## src/logic/atp_pkg.sv

```systemverilog
// Constants and field layout shared by the test-pattern and trim logic.
package atp_pkg;

    // ------------------------------------------------------------
    // Serial configuration port framing
    // ------------------------------------------------------------
    localparam int unsigned ATP_FRAME_BITS = 24;      // Read flag, 7 address, 16 data
    localparam int unsigned ATP_ADDR_BITS  = 8;       // Header length in bits
    localparam logic [4:0]  ATP_CNT_HDR    = 5'h08;   // Count after the header
    localparam logic [4:0]  ATP_CNT_LAST   = 5'h17;   // Count at the last data bit

    // ------------------------------------------------------------
    // Register addresses
    // ------------------------------------------------------------
    localparam logic [6:0] ATP_ADDR_PART_ID  = 7'h00;
    localparam logic [6:0] ATP_ADDR_CHAN_SEL = 7'h01;
    localparam logic [6:0] ATP_ADDR_FUSE_SEL = 7'h16;
    localparam logic [6:0] ATP_ADDR_CM_TRIM  = 7'h1b;
    localparam logic [6:0] ATP_ADDR_TEST     = 7'h5d;
    localparam logic [6:0] ATP_ADDR_SCR      = 7'h5f;
    localparam logic [6:0] ATP_ADDR_FLASH    = 7'h69;
    localparam logic [6:0] ATP_ADDR_CM_RB    = 7'h6f;

    // ------------------------------------------------------------
    // Channel select codes
    // ------------------------------------------------------------
    localparam logic [2:0] ATP_SEL_CORE_D = 3'h3;     // Highest single-core code
    localparam logic [2:0] ATP_SEL_ALL    = 3'h4;
    localparam logic [2:0] ATP_SEL_MASTER = 3'h7;

    // ------------------------------------------------------------
    // Field positions and reset values
    // ------------------------------------------------------------
    localparam int unsigned ATP_FUSE_CM_BIT   = 1;    // Common-mode source select
    localparam int unsigned ATP_TEST_EN_BIT   = 0;    // Test enable
    localparam int unsigned ATP_TEST_MODE_LSB = 1;    // Six-bit pattern code
    localparam int unsigned ATP_SCR_EN_BIT    = 0;
    localparam int unsigned ATP_SCR_ONLY_BIT  = 1;

    localparam logic [2:0] ATP_RST_CHAN_SEL = 3'h0;
    localparam logic [2:0] ATP_RST_FUSE_SEL = 3'h0;
    localparam logic [4:0] ATP_RST_CM_TRIM  = 5'h10;
    localparam logic [6:0] ATP_RST_TEST     = 7'h00;
    localparam logic [1:0] ATP_RST_SCR      = 2'h0;
    localparam logic [5:0] ATP_RST_FLASH    = 6'h18;

    // Arbitrary neutral identification value
    localparam logic [15:0] ATP_PART_ID = 16'h0a5a;

    // ------------------------------------------------------------
    // Pattern codes and pattern-generator constants
    // ------------------------------------------------------------
    localparam logic [5:0] ATP_MODE_FLASH = 6'h06;
    localparam logic [5:0] ATP_MODE_RAMP  = 6'h04;
    localparam logic [6:0] ATP_LFSR_SEED  = 7'h7f;
    localparam logic [4:0] ATP_SCR_STEP   = 5'h01;    // Samples per scrambler bit, 1..31

    // Output word layout: 12 data bits, parity, in-range
    localparam int unsigned ATP_DATA_BITS = 12;
    localparam int unsigned ATP_WORD_BITS = 14;
    localparam int unsigned ATP_CORES     = 4;
    localparam int unsigned ATP_BUS_BITS  = 56;
    localparam int unsigned ATP_FIFO_DEPTH = 8;

endpackage

```

## src/logic/atp_core.sv

```systemverilog
// Configuration registers, test patterns and scrambler of the converter outputs.
`timescale 1ns/1ps
//
// Summary of operation
// - Select bit low applies fused common-mode
// - Select bit high applies register common-mode
// - Five-bit trim, reset 10, read mirror
// - Zero select bits choose fused values
// - Test enable swaps conversion for pattern
// - Code 06 flash, 04 ramp, others reserved
// - Ramp counts twelve bits on every core
// - Six-bit flash length, reset 18
// - Flash lasts four times value plus four
// - Scrambler polynomial x7 plus x6 plus 1
// - Same scrambler bit on all word bits
// - New scrambler bit every N samples
// - Scrambler control bit 0 enables sequence
// - Scrambler control bit 1 drops the signal while bit 0 is set
// - Alignment pulse restarts the scrambler sequence
// - Read-only part code in master space
// - Channel select routes core, all, master
module atp_core
    import atp_pkg::*;
(
    input  wire logic        ref_clk,
    input  wire logic        rst,
    input  wire logic        spi_sclk,
    input  wire logic        spi_csn,
    input  wire logic        spi_mosi,
    output logic             spi_miso,
    output logic             spi_miso_oe,
    input  wire logic        sync_pulse,
    input  wire logic [4:0]  fuse_cm_code,
    output logic [4:0]       input_common_mode_code,
    input  wire logic        conv_valid,
    output logic             conv_ready,
    input  wire logic [55:0] conv_words,
    output logic             out_valid,
    input  wire logic        out_ready,
    output logic [55:0]      out_words
);

    // ------------------------------------------------------------
    // State
    // ------------------------------------------------------------
    typedef struct packed {
        logic [2:0]       sclk_s;       // Clock pin synchroniser and history
        logic [1:0]       csn_s;        // Select pin synchroniser
        logic [1:0]       mosi_s;       // Data pin synchroniser
        logic [2:0]       sync_s;       // Alignment pin synchroniser and history
        logic [4:0]       fuse_s1;      // Fused code, first stage
        logic [4:0]       fuse_s2;      // Fused code, second stage
        logic [4:0]       bit_cnt;      // Bits taken in this frame
        logic [22:0]      sh_in;        // Incoming frame bits
        logic [15:0]      sh_out;       // Outgoing read data
        logic             miso;         // Serial read bit
        logic             miso_oe;      // Serial read drive
        logic [2:0]       chan_sel;     // Access routing
        logic [2:0]       fuse_sel;     // Fuse override selects
        logic [4:0]       cm_trim;      // Register common-mode code
        logic [4:0]       cm_applied;   // Code in use
        logic [3:0][6:0]  test_ctrl;    // Per-core test control
        logic [3:0][1:0]  scr_ctrl;     // Per-core scrambler control
        logic [3:0][5:0]  flash_len;    // Per-core flash length
        logic [11:0]      ramp;         // Shared ramp value
        logic [3:0][7:0]  flash_cnt;    // Per-core flash phase counter
        logic [3:0]       flash_lvl;    // Per-core flash level
        logic [6:0]       lfsr;         // Scrambler shift register
        logic [4:0]       step_cnt;     // Samples since last scrambler step
        logic             out_valid;    // Output stage full
        logic [55:0]      out_words;    // Output stage words
    } atp_core_t;

    atp_core_t   st;
    atp_core_t   next_st;
    logic        fifo_in_ready;
    logic        fifo_out_valid;
    logic        fifo_out_ready;
    logic [55:0] fifo_out_data;
    logic [55:0] word_bus;          // Words offered to the FIFO
    logic        take;              // Sample accepted this cycle

    // ------------------------------------------------------------
    // Helpers
    // ------------------------------------------------------------
    // Parity over the twelve data bits
    function automatic logic parity12(input logic [11:0] d);
        parity12 = ^d;
    endfunction

    // Pattern word with parity and an in-range flag set
    function automatic logic [13:0] pattern_word(input logic [11:0] d);
        pattern_word = {1'b1, parity12(d), d};
    endfunction

    // Flash phase limit, one less than four times length plus four
    function automatic logic [7:0] flash_limit(input logic [5:0] len);
        flash_limit = {len, 2'b11};
    endfunction

    // Register read decode for the current routing
    function automatic logic [15:0] read_reg(input atp_core_t s, input logic [6:0] a);
        logic [1:0] c;
        logic       core_sp;
        logic       mstr;
        c        = s.chan_sel[1:0];
        core_sp  = (s.chan_sel <= ATP_SEL_ALL);
        mstr     = (s.chan_sel == ATP_SEL_MASTER);
        read_reg = 16'h0000;
        // Broadcast reads answer from core A
        if (s.chan_sel == ATP_SEL_ALL) begin
            c = 2'h0;
        end
        if (a == ATP_ADDR_CHAN_SEL) begin
            read_reg = {13'h0, s.chan_sel};
        end else if (mstr) begin
            case (a)
                ATP_ADDR_PART_ID:  read_reg = ATP_PART_ID;
                ATP_ADDR_FUSE_SEL: read_reg = {13'h0, s.fuse_sel};
                ATP_ADDR_CM_TRIM:  read_reg = {11'h0, s.cm_trim};
                ATP_ADDR_CM_RB:    read_reg = {11'h0, s.cm_trim};
                default:           read_reg = 16'h0000;
            endcase
        end else if (core_sp) begin
            case (a)
                ATP_ADDR_TEST:  read_reg = {9'h0, s.test_ctrl[c]};
                ATP_ADDR_SCR:   read_reg = {14'h0, s.scr_ctrl[c]};
                ATP_ADDR_FLASH: read_reg = {10'h0, s.flash_len[c]};
                default:        read_reg = 16'h0000;
            endcase
        end
    endfunction

    // ------------------------------------------------------------
    // Pattern and scrambler path for offered words
    // ------------------------------------------------------------
    always_comb begin
        logic [13:0] w;
        logic [5:0]  mode;
        logic        prbs;
        w        = '0;
        mode     = '0;
        prbs     = st.lfsr[6];
        word_bus = '0;
        for (int i = 0; i < ATP_CORES; i++) begin
            w    = conv_words[i*ATP_WORD_BITS +: ATP_WORD_BITS];
            mode = st.test_ctrl[i][ATP_TEST_MODE_LSB +: 6];
            // Reserved codes fall through to conversion data
            if (st.test_ctrl[i][ATP_TEST_EN_BIT]) begin
                if (mode == ATP_MODE_FLASH) begin
                    w = pattern_word({12{st.flash_lvl[i]}});
                end else if (mode == ATP_MODE_RAMP) begin
                    w = pattern_word(st.ramp);
                end
            end
            if (st.scr_ctrl[i][ATP_SCR_EN_BIT]) begin
                if (st.scr_ctrl[i][ATP_SCR_ONLY_BIT]) begin
                    w = '0;
                end
                w = w ^ {14{prbs}};
            end
            word_bus[i*ATP_WORD_BITS +: ATP_WORD_BITS] = w;
        end
    end

    assign take = conv_valid && fifo_in_ready;

    // ------------------------------------------------------------
    // Next state
    // ------------------------------------------------------------
    always_comb begin
        logic        sclk_rise;
        logic        sclk_fall;
        logic        align;
        logic        wr_now;
        logic [6:0]  addr;
        logic [15:0] wdata;
        next_st   = st;
        sclk_rise = st.sclk_s[1] && !st.sclk_s[2];
        sclk_fall = !st.sclk_s[1] && st.sclk_s[2];
        align     = st.sync_s[1] && !st.sync_s[2];
        wr_now    = 1'b0;
        addr      = st.sh_in[21:15];
        wdata     = {st.sh_in[14:0], st.mosi_s[1]};

        // Pin synchronisers; second stages are read, and clock and alignment also read the third as edge history
        next_st.sclk_s  = {st.sclk_s[1:0], spi_sclk};
        next_st.csn_s   = {st.csn_s[0], spi_csn};
        next_st.mosi_s  = {st.mosi_s[0], spi_mosi};
        next_st.sync_s  = {st.sync_s[1:0], sync_pulse};
        next_st.fuse_s1 = fuse_cm_code;
        next_st.fuse_s2 = st.fuse_s1;

        // Serial port: idle select clears the frame
        if (st.csn_s[1]) begin
            next_st.bit_cnt = '0;
            next_st.miso_oe = 1'b0;
            next_st.miso    = 1'b0;
        end else begin
            next_st.miso_oe = 1'b1;
            if (sclk_rise && (st.bit_cnt <= ATP_CNT_LAST)) begin
                next_st.sh_in   = {st.sh_in[21:0], st.mosi_s[1]};
                next_st.bit_cnt = st.bit_cnt + 1'b1;
                // Header complete: read data ready for the next falling edge
                if (st.bit_cnt == ATP_CNT_HDR - 1'b1) begin
                    next_st.sh_out = read_reg(st, {st.sh_in[5:0], st.mosi_s[1]});
                end
                // Last bit of a write frame commits it
                if ((st.bit_cnt == ATP_CNT_LAST) && !st.sh_in[22]) begin
                    wr_now = 1'b1;
                end
            end
            if (sclk_fall && (st.bit_cnt >= ATP_CNT_HDR)) begin
                next_st.miso   = st.sh_out[15];
                next_st.sh_out = {st.sh_out[14:0], 1'b0};
            end
        end

        // Register writes routed by the channel select
        if (wr_now) begin
            if (addr == ATP_ADDR_CHAN_SEL) begin
                next_st.chan_sel = wdata[2:0];
            end else if (st.chan_sel == ATP_SEL_MASTER) begin
                case (addr)
                    ATP_ADDR_FUSE_SEL: next_st.fuse_sel = wdata[2:0];
                    ATP_ADDR_CM_TRIM:  next_st.cm_trim  = wdata[4:0];
                    default:           next_st.cm_trim  = st.cm_trim;
                endcase
            end else if (st.chan_sel <= ATP_SEL_ALL) begin
                for (int i = 0; i < ATP_CORES; i++) begin
                    // Broadcast reaches every core, else only the chosen one
                    if ((st.chan_sel == ATP_SEL_ALL) || (st.chan_sel[1:0] == 2'(i))) begin
                        case (addr)
                            ATP_ADDR_TEST:  next_st.test_ctrl[i] = wdata[6:0];
                            ATP_ADDR_SCR:   next_st.scr_ctrl[i]  = wdata[1:0];
                            ATP_ADDR_FLASH: next_st.flash_len[i] = wdata[5:0];
                            default:        next_st.flash_len[i] = st.flash_len[i];
                        endcase
                    end
                end
            end
        end

        // Common-mode source: fused code unless the select bit is set
        if (st.fuse_sel[ATP_FUSE_CM_BIT]) begin
            next_st.cm_applied = st.cm_trim;
        end else begin
            next_st.cm_applied = st.fuse_s2;
        end

        // Pattern generators advance per accepted sample
        if (align) begin
            next_st.ramp      = '0;
            next_st.flash_cnt = '0;
            next_st.flash_lvl = '0;
            next_st.lfsr      = ATP_LFSR_SEED;
            next_st.step_cnt  = '0;
        end else if (take) begin
            next_st.ramp = st.ramp + 1'b1;
            for (int i = 0; i < ATP_CORES; i++) begin
                if (st.flash_cnt[i] >= flash_limit(st.flash_len[i])) begin
                    next_st.flash_cnt[i] = '0;
                    next_st.flash_lvl[i] = !st.flash_lvl[i];
                end else begin
                    next_st.flash_cnt[i] = st.flash_cnt[i] + 1'b1;
                end
            end
            if (st.step_cnt >= ATP_SCR_STEP - 1'b1) begin
                next_st.step_cnt = '0;
                next_st.lfsr = {st.lfsr[5:0], st.lfsr[6] ^ st.lfsr[5]};
            end else begin
                next_st.step_cnt = st.step_cnt + 1'b1;
            end
        end

        // Registered output stage drained by the capturing side
        if (!st.out_valid || out_ready) begin
            next_st.out_valid = fifo_out_valid;
            if (fifo_out_valid) begin
                next_st.out_words = fifo_out_data;
            end
        end
    end

    assign fifo_out_ready = !st.out_valid || out_ready;

    // ------------------------------------------------------------
    // Registers
    // ------------------------------------------------------------
    always_ff @(posedge ref_clk or posedge rst) begin
        if (rst) begin
            st            <= '0;
            st.sclk_s     <= '0;
            st.csn_s      <= 2'b11;
            st.chan_sel   <= ATP_RST_CHAN_SEL;
            st.fuse_sel   <= ATP_RST_FUSE_SEL;
            st.cm_trim    <= ATP_RST_CM_TRIM;
            st.test_ctrl  <= {ATP_CORES{ATP_RST_TEST}};
            st.scr_ctrl   <= {ATP_CORES{ATP_RST_SCR}};
            st.flash_len  <= {ATP_CORES{ATP_RST_FLASH}};
            st.lfsr       <= ATP_LFSR_SEED;
        end else begin
            st <= next_st;
        end
    end

    // ------------------------------------------------------------
    // Word buffer
    // ------------------------------------------------------------
    atp_fifo #(
        .WIDTH (ATP_BUS_BITS),
        .DEPTH (ATP_FIFO_DEPTH)
    ) u_fifo (
        .ref_clk   (ref_clk),
        .rst       (rst),
        .in_valid  (conv_valid),
        .in_ready  (fifo_in_ready),
        .in_data   (word_bus),
        .out_valid (fifo_out_valid),
        .out_ready (fifo_out_ready),
        .out_data  (fifo_out_data)
    );

    // Back-pressure reaches the converter side directly
    assign conv_ready             = fifo_in_ready;
    assign spi_miso               = st.miso;
    assign spi_miso_oe            = st.miso_oe;
    assign input_common_mode_code = st.cm_applied;
    assign out_valid              = st.out_valid;
    assign out_words              = st.out_words;

endmodule

```

## src/logic/atp_fifo.sv

```systemverilog
// Flip-flop FIFO with valid/ready on both sides.
`timescale 1ns/1ps
module atp_fifo #(
    parameter int unsigned WIDTH = 56,
    parameter int unsigned DEPTH = 8
) (
    input  wire logic             ref_clk,
    input  wire logic             rst,
    input  wire logic             in_valid,
    output logic                  in_ready,
    input  wire logic [WIDTH-1:0] in_data,
    output logic                  out_valid,
    input  wire logic             out_ready,
    output logic [WIDTH-1:0]      out_data
);

    localparam int unsigned AW = $clog2(DEPTH);

    // ------------------------------------------------------------
    // State
    // ------------------------------------------------------------
    typedef struct packed {
        logic [DEPTH-1:0][WIDTH-1:0] mem;   // Storage words
        logic [AW-1:0]               wr;    // Write index
        logic [AW-1:0]               rd;    // Read index
        logic [AW:0]                 cnt;   // Words held
        logic                        room;  // Space for one more word
    } atp_fifo_t;

    atp_fifo_t st;
    atp_fifo_t next_st;
    logic      push;
    logic      pop;

    // Flags come from the held count, so full and empty are exact;
    // ready is registered from the count held after this edge
    assign in_ready  = st.room;
    assign out_valid = (st.cnt != '0);
    assign out_data  = st.mem[st.rd];

    // ------------------------------------------------------------
    // Next state
    // ------------------------------------------------------------
    always_comb begin
        next_st = st;
        push    = in_valid && in_ready;
        pop     = out_valid && out_ready;
        if (push) begin
            next_st.mem[st.wr] = in_data;
            next_st.wr         = (st.wr == AW'(DEPTH-1)) ? '0 : st.wr + 1'b1;
        end
        if (pop) begin
            next_st.rd = (st.rd == AW'(DEPTH-1)) ? '0 : st.rd + 1'b1;
        end
        // Simultaneous push and pop leaves the count alone
        if (push && !pop) begin
            next_st.cnt = st.cnt + 1'b1;
        end else if (pop && !push) begin
            next_st.cnt = st.cnt - 1'b1;
        end
        // Looking one count ahead keeps ready off any gate path
        next_st.room = (next_st.cnt != (AW+1)'(DEPTH));
    end

    // ------------------------------------------------------------
    // Registers
    // ------------------------------------------------------------
    always_ff @(posedge ref_clk or posedge rst) begin
        if (rst) begin
            st      <= '0;
            st.room <= 1'b1;    // Empty after reset, so room
        end else begin
            st <= next_st;
        end
    end

endmodule

```

## config.mk

```make
export PLATFORM = sky130hd
export DESIGN_NAME = atp_core
export DESIGN_NICKNAME = d
export VERILOG_FILES = /design/src/logic/atp_pkg.sv /design/src/logic/atp_core.sv /design/src/logic/atp_fifo.sv
export SDC_FILE = /design/constraint.sdc
export NUM_CORES = 2
export LEC_CHECK = 0
export BUFFER_PORTS_ARGS = -buffer_cell sky130_fd_sc_hd__buf_4
export CORE_UTILIZATION = 60
export CTS_BUF_LIST = sky130_fd_sc_hd__clkbuf_16
export DETAILED_ROUTE_END_ITERATION = 6
export MAX_ROUTING_LAYER = met4
export PLACE_DENSITY = 0.78
export SLEW_MARGIN = 20
export SYNTH_ARGS = -nofsm -noshare
export SYNTH_HDL_FRONTEND = slang
export SYNTH_SLANG_ARGS = --single-unit
```

## constraint.sdc

```tcl
create_clock -name ref_clk -period 25.7 [get_ports ref_clk]
set_input_delay 0 -clock ref_clk [delete_from_list [all_inputs] [get_ports ref_clk]]
set_output_delay 0 -clock ref_clk [all_outputs]
set_load 0.1 [all_outputs]
```

==> impl_metrics.csv <==
group,metric,value,unit
floorplan,core_area,53710,um2
grt,grt_antenna_before_repair,0,
clock_network,cts_resized,0,
pwr,leakage,15.83,nW
job,cap_violations,0,
logic_synthesis,netlist_instances,3063,
logic_synthesis,ys.flop_type,"dfrtp_1",
logic_synthesis,synth_nets,3174,
sta,max_freq,280.8,MHz
floorplan,fp.dieH,235.1,um
route,route.detailed.drc,0,
clock_network,clk_latency,0.61,ns
setup_path,worstSetupEndpointType,"register",
clock_network,clk_path_buf_depth,3,
logic_synthesis,synthTopCellsByCount,"dfrtp_1 (694), nor2_1 (444), a21oi_1 (374), nand2_1 (320), o21ai_0 (207)",
sta,timing.setup.tns,0,ns
clock_network,ctsHoldBuffers,12,
grt,grt_pass1_vias,24196,
sta,worst_slew_margin_rel,0.2648,
grt,grt_max_degree,186,
logic_synthesis,yosysSeqAreaShare,0.5480,
clock_network,cts_root_buf,"clkbuf_16",
clock_network,cts_buffers,74,
grt,grt_overflow,0,
sta,slew_violations,0,
logic_synthesis,synth_cell_types,66,
route,drt_wl_total,80.11,mm
clock_network,clk_pin_slew,0.06,ns
setup_path,critPathArrivalTime,4.00,ns
logic_synthesis,yosys-top-cells-area,"dfrtp_1 (53%), mux4_2 (8.7%), a21oi_1 (5.7%)",
logic_synthesis,yosysMostFrequentCell,"dfrtp_1",
sta,rsz0062_at_grt,"no",
clock_network,postCtsSetupBuffers,0,
logic_synthesis,yosysTopAreaCellShare,0.5327,
layout,fill_cells,3839,
route,wl_per_cell,21.06,um
grt,grt_use_total,0.3085,
place,hpwlAfterDp,49.50,mm
route,drt_iter0_markers,2108,
sta,final_hold_viol_count,0,
setup_path,cp_data_required_time,26.14,ns
run_status,status,"finished, final reports clean",
layout,final_nets,3158,
place,place.gp.congestion,0.8494,
route,antenna_left,0,
place,portBuffers,133,
grt,grt_pass1_wl,130.2,mm
setup_path,crit_path_start_kind,"register",
clock_network,cts_tree,"yes",
layout,final_layout_size_suffix_gt1_frac,0.1648,
sta,worst_slew_pin_slew,1.100,ns
pwr,finalPower,4.520,mW
floorplan,initial_core_util,0.6071,
logic_synthesis,ys_async_sr_fraction,1.000,
clock_network,htree_levels,3,
floorplan,die_w,235.1,um
route,dr.pass1.iters,7,
logic_synthesis,yosysWarnings,0,
sta,fin_skew,0.02945,ns
clock_network,clock_sinks,713,
logic_synthesis,avgSynthCellArea,10.64,um2
floorplan,fp-row-count,85,
sta,finalCritPeriodShare,0.1385,
setup_path,crit_type,"register to register",
sta,period_minus_slack,3.561,ns
pwr,peakVddDrop,0.07136,mV
setup_path,cp_max_fo,46,
floorplan,pin_count,134,
sta,setup_viol,0,
logic_synthesis,ys_seq_elements,713,
logic_synthesis,synth_top_area_cell,"dfrtp_1",
layout,n_antenna_cell,0,
worst_hold_path,hold_class,"primary input to register",
route,vias_per_cell,6.193,
layout,area_growth,10.77,%
logic_synthesis,synth-edff-count,0,
route,vias,23553,
floorplan,die_area,55280,um2
logic_synthesis,syn_area,32600,um2
pwr,power_density,125.1,nW/um2
## final timing paths
path | slack, ns | endpoint | startpoint | cells after the start
worst min-delay path | 0.05 | next_st[239]$_DFF_PP0_ | fuse_cm_code[0] | 2
worst max register to register | 22.14 | out_words[25]$_DFFE_PP0P_ | u_fifo.st[5]$_DFFE_PP0P_ | 5
max in group asynchronous | 22.54 | u_fifo.st[24]$_DFFE_PP0P_ | rst | 6
worst max-delay path | 22.14 | out_words[25]$_DFFE_PP0P_ | u_fifo.st[5]$_DFFE_PP0P_ | 5
worst min register to register | 0.35 | st[253]$_DFF_PP0_ | next_st[253]$_DFF_PP0_ | 0
min in group asynchronous | 0.09 | next_st[250]$_DFF_PP0_ | rst | 3
## worst max-delay path: stages, from the launching register on
cell and delay [ns]:
dfrtp_4 1.04, buf_4 0.66, buf_4 0.77, mux4_2 0.60
mux2i_1 0.17, o21ai_0 0.10
## logic make-up (layout without fill, tap and decap cells)
group / count (synthesis) / after routing / share of synthesized area
AO/OA/AOI/OAI: 633 / 633 / 0.1015
XOR/XNOR: 100 / 100 / 0.02771
multiplexers: 260 / 260 / 0.1311
flip-flops: 713 / 713 / 0.5480
adder cells (fa/ha/maj): 43 / 43 / 0.01642
buffers and inverters: 306 / 350 / 0.04252
AND/OR/NAND/NOR: 1008 / 1008 / 0.1327
## sequential cells by signal, indices dropped and copies added, names as in the netlist
register	cells
input_common_mode_code	5
next_st	11
out_valid	1
out_words	56
spi_miso	1
spi_miso_oe	1
st	179
u_fifo.in_ready	1
u_fifo.st	458
## placed cells by master, fill, tap and decap left out, drive strengths merged, types with 4 or more instances in the layout
cell type and n:
nand3 30, clkbuf 79, inv 55, nand3b 5
or4 4, dlygate4sd3 12, nand2 324, mux4 126
a22oi 6, xnor2 24, and3 10, a32oi 5
ha 42, buf 165, a31oi 4, and2 5
o21ai 212, a22o 8, dfstp 19, nor3 121
a21o 9, nor4b 5, xor2 74, mux2i 57
nand4 6, and4 5, or3 12, nor2 444
nand2b 18, clkinv 32, dfrtp 694, a21oi 374
bufinv 7, mux2 77
## power breakdown
part,internal (mW),leakage [nW],total [mW],switching [mW]
logic,0.638,5.94,1.59,0.954
clock network,0.623,1.25,1.06,0.434
registers,1.55,8.64,1.87,0.317
total,2.82,15.8,4.52,1.70
## layer usage
metal	vias up	track usage	wire length [um]
met3	224	0.04597	6259
li1	10509	-	-
met4	0	0.1342	3123
met1	11786	0.3939	31420
met2	1034	0.4957	39300
met5	-	-	0
## stage by stage
| stage | cell area, um2 | hold slack [ns] | cells | utilization | setup slack [ns] |
|---|---|---|---|---|---|
| after global placement | 33560 | 0.1104 | 3654 | 0.6248 | 22.11 |
| after detailed placement | 33560 | 0.1106 | 3654 | 0.6248 | 21.99 |
| final | 36120 | 0.04503 | 3803 | 0.6725 | 22.14 |
| after floorplan | 32600 | 0.004478 | 3063 | - | 5.733 |
| after CTS | 36080 | 0.01708 | 3802 | 0.6718 | 22.04 |
| after global routing | 36120 | 0.04657 | 3803 | 0.6725 | 21.79 |
## area by class of cell
| type | count | area (um2) | share of cell area |
|---|---|---|---|
| flip-flops and latches | 713 | 17880 | 0.4950 |
| multi-input cells | 2044 | 13420 | 0.3716 |
| clock buffers | 79 | 1977 | 0.05474 |
| repair buffers | 177 | 1399 | 0.03873 |
| well taps | 696 | 870.8 | 0.02411 |
| clock inverters | 57 | 425.4 | 0.01178 |
| inverters | 37 | 146.4 | 0.004053 |
(Power assumes the default switching activity.)
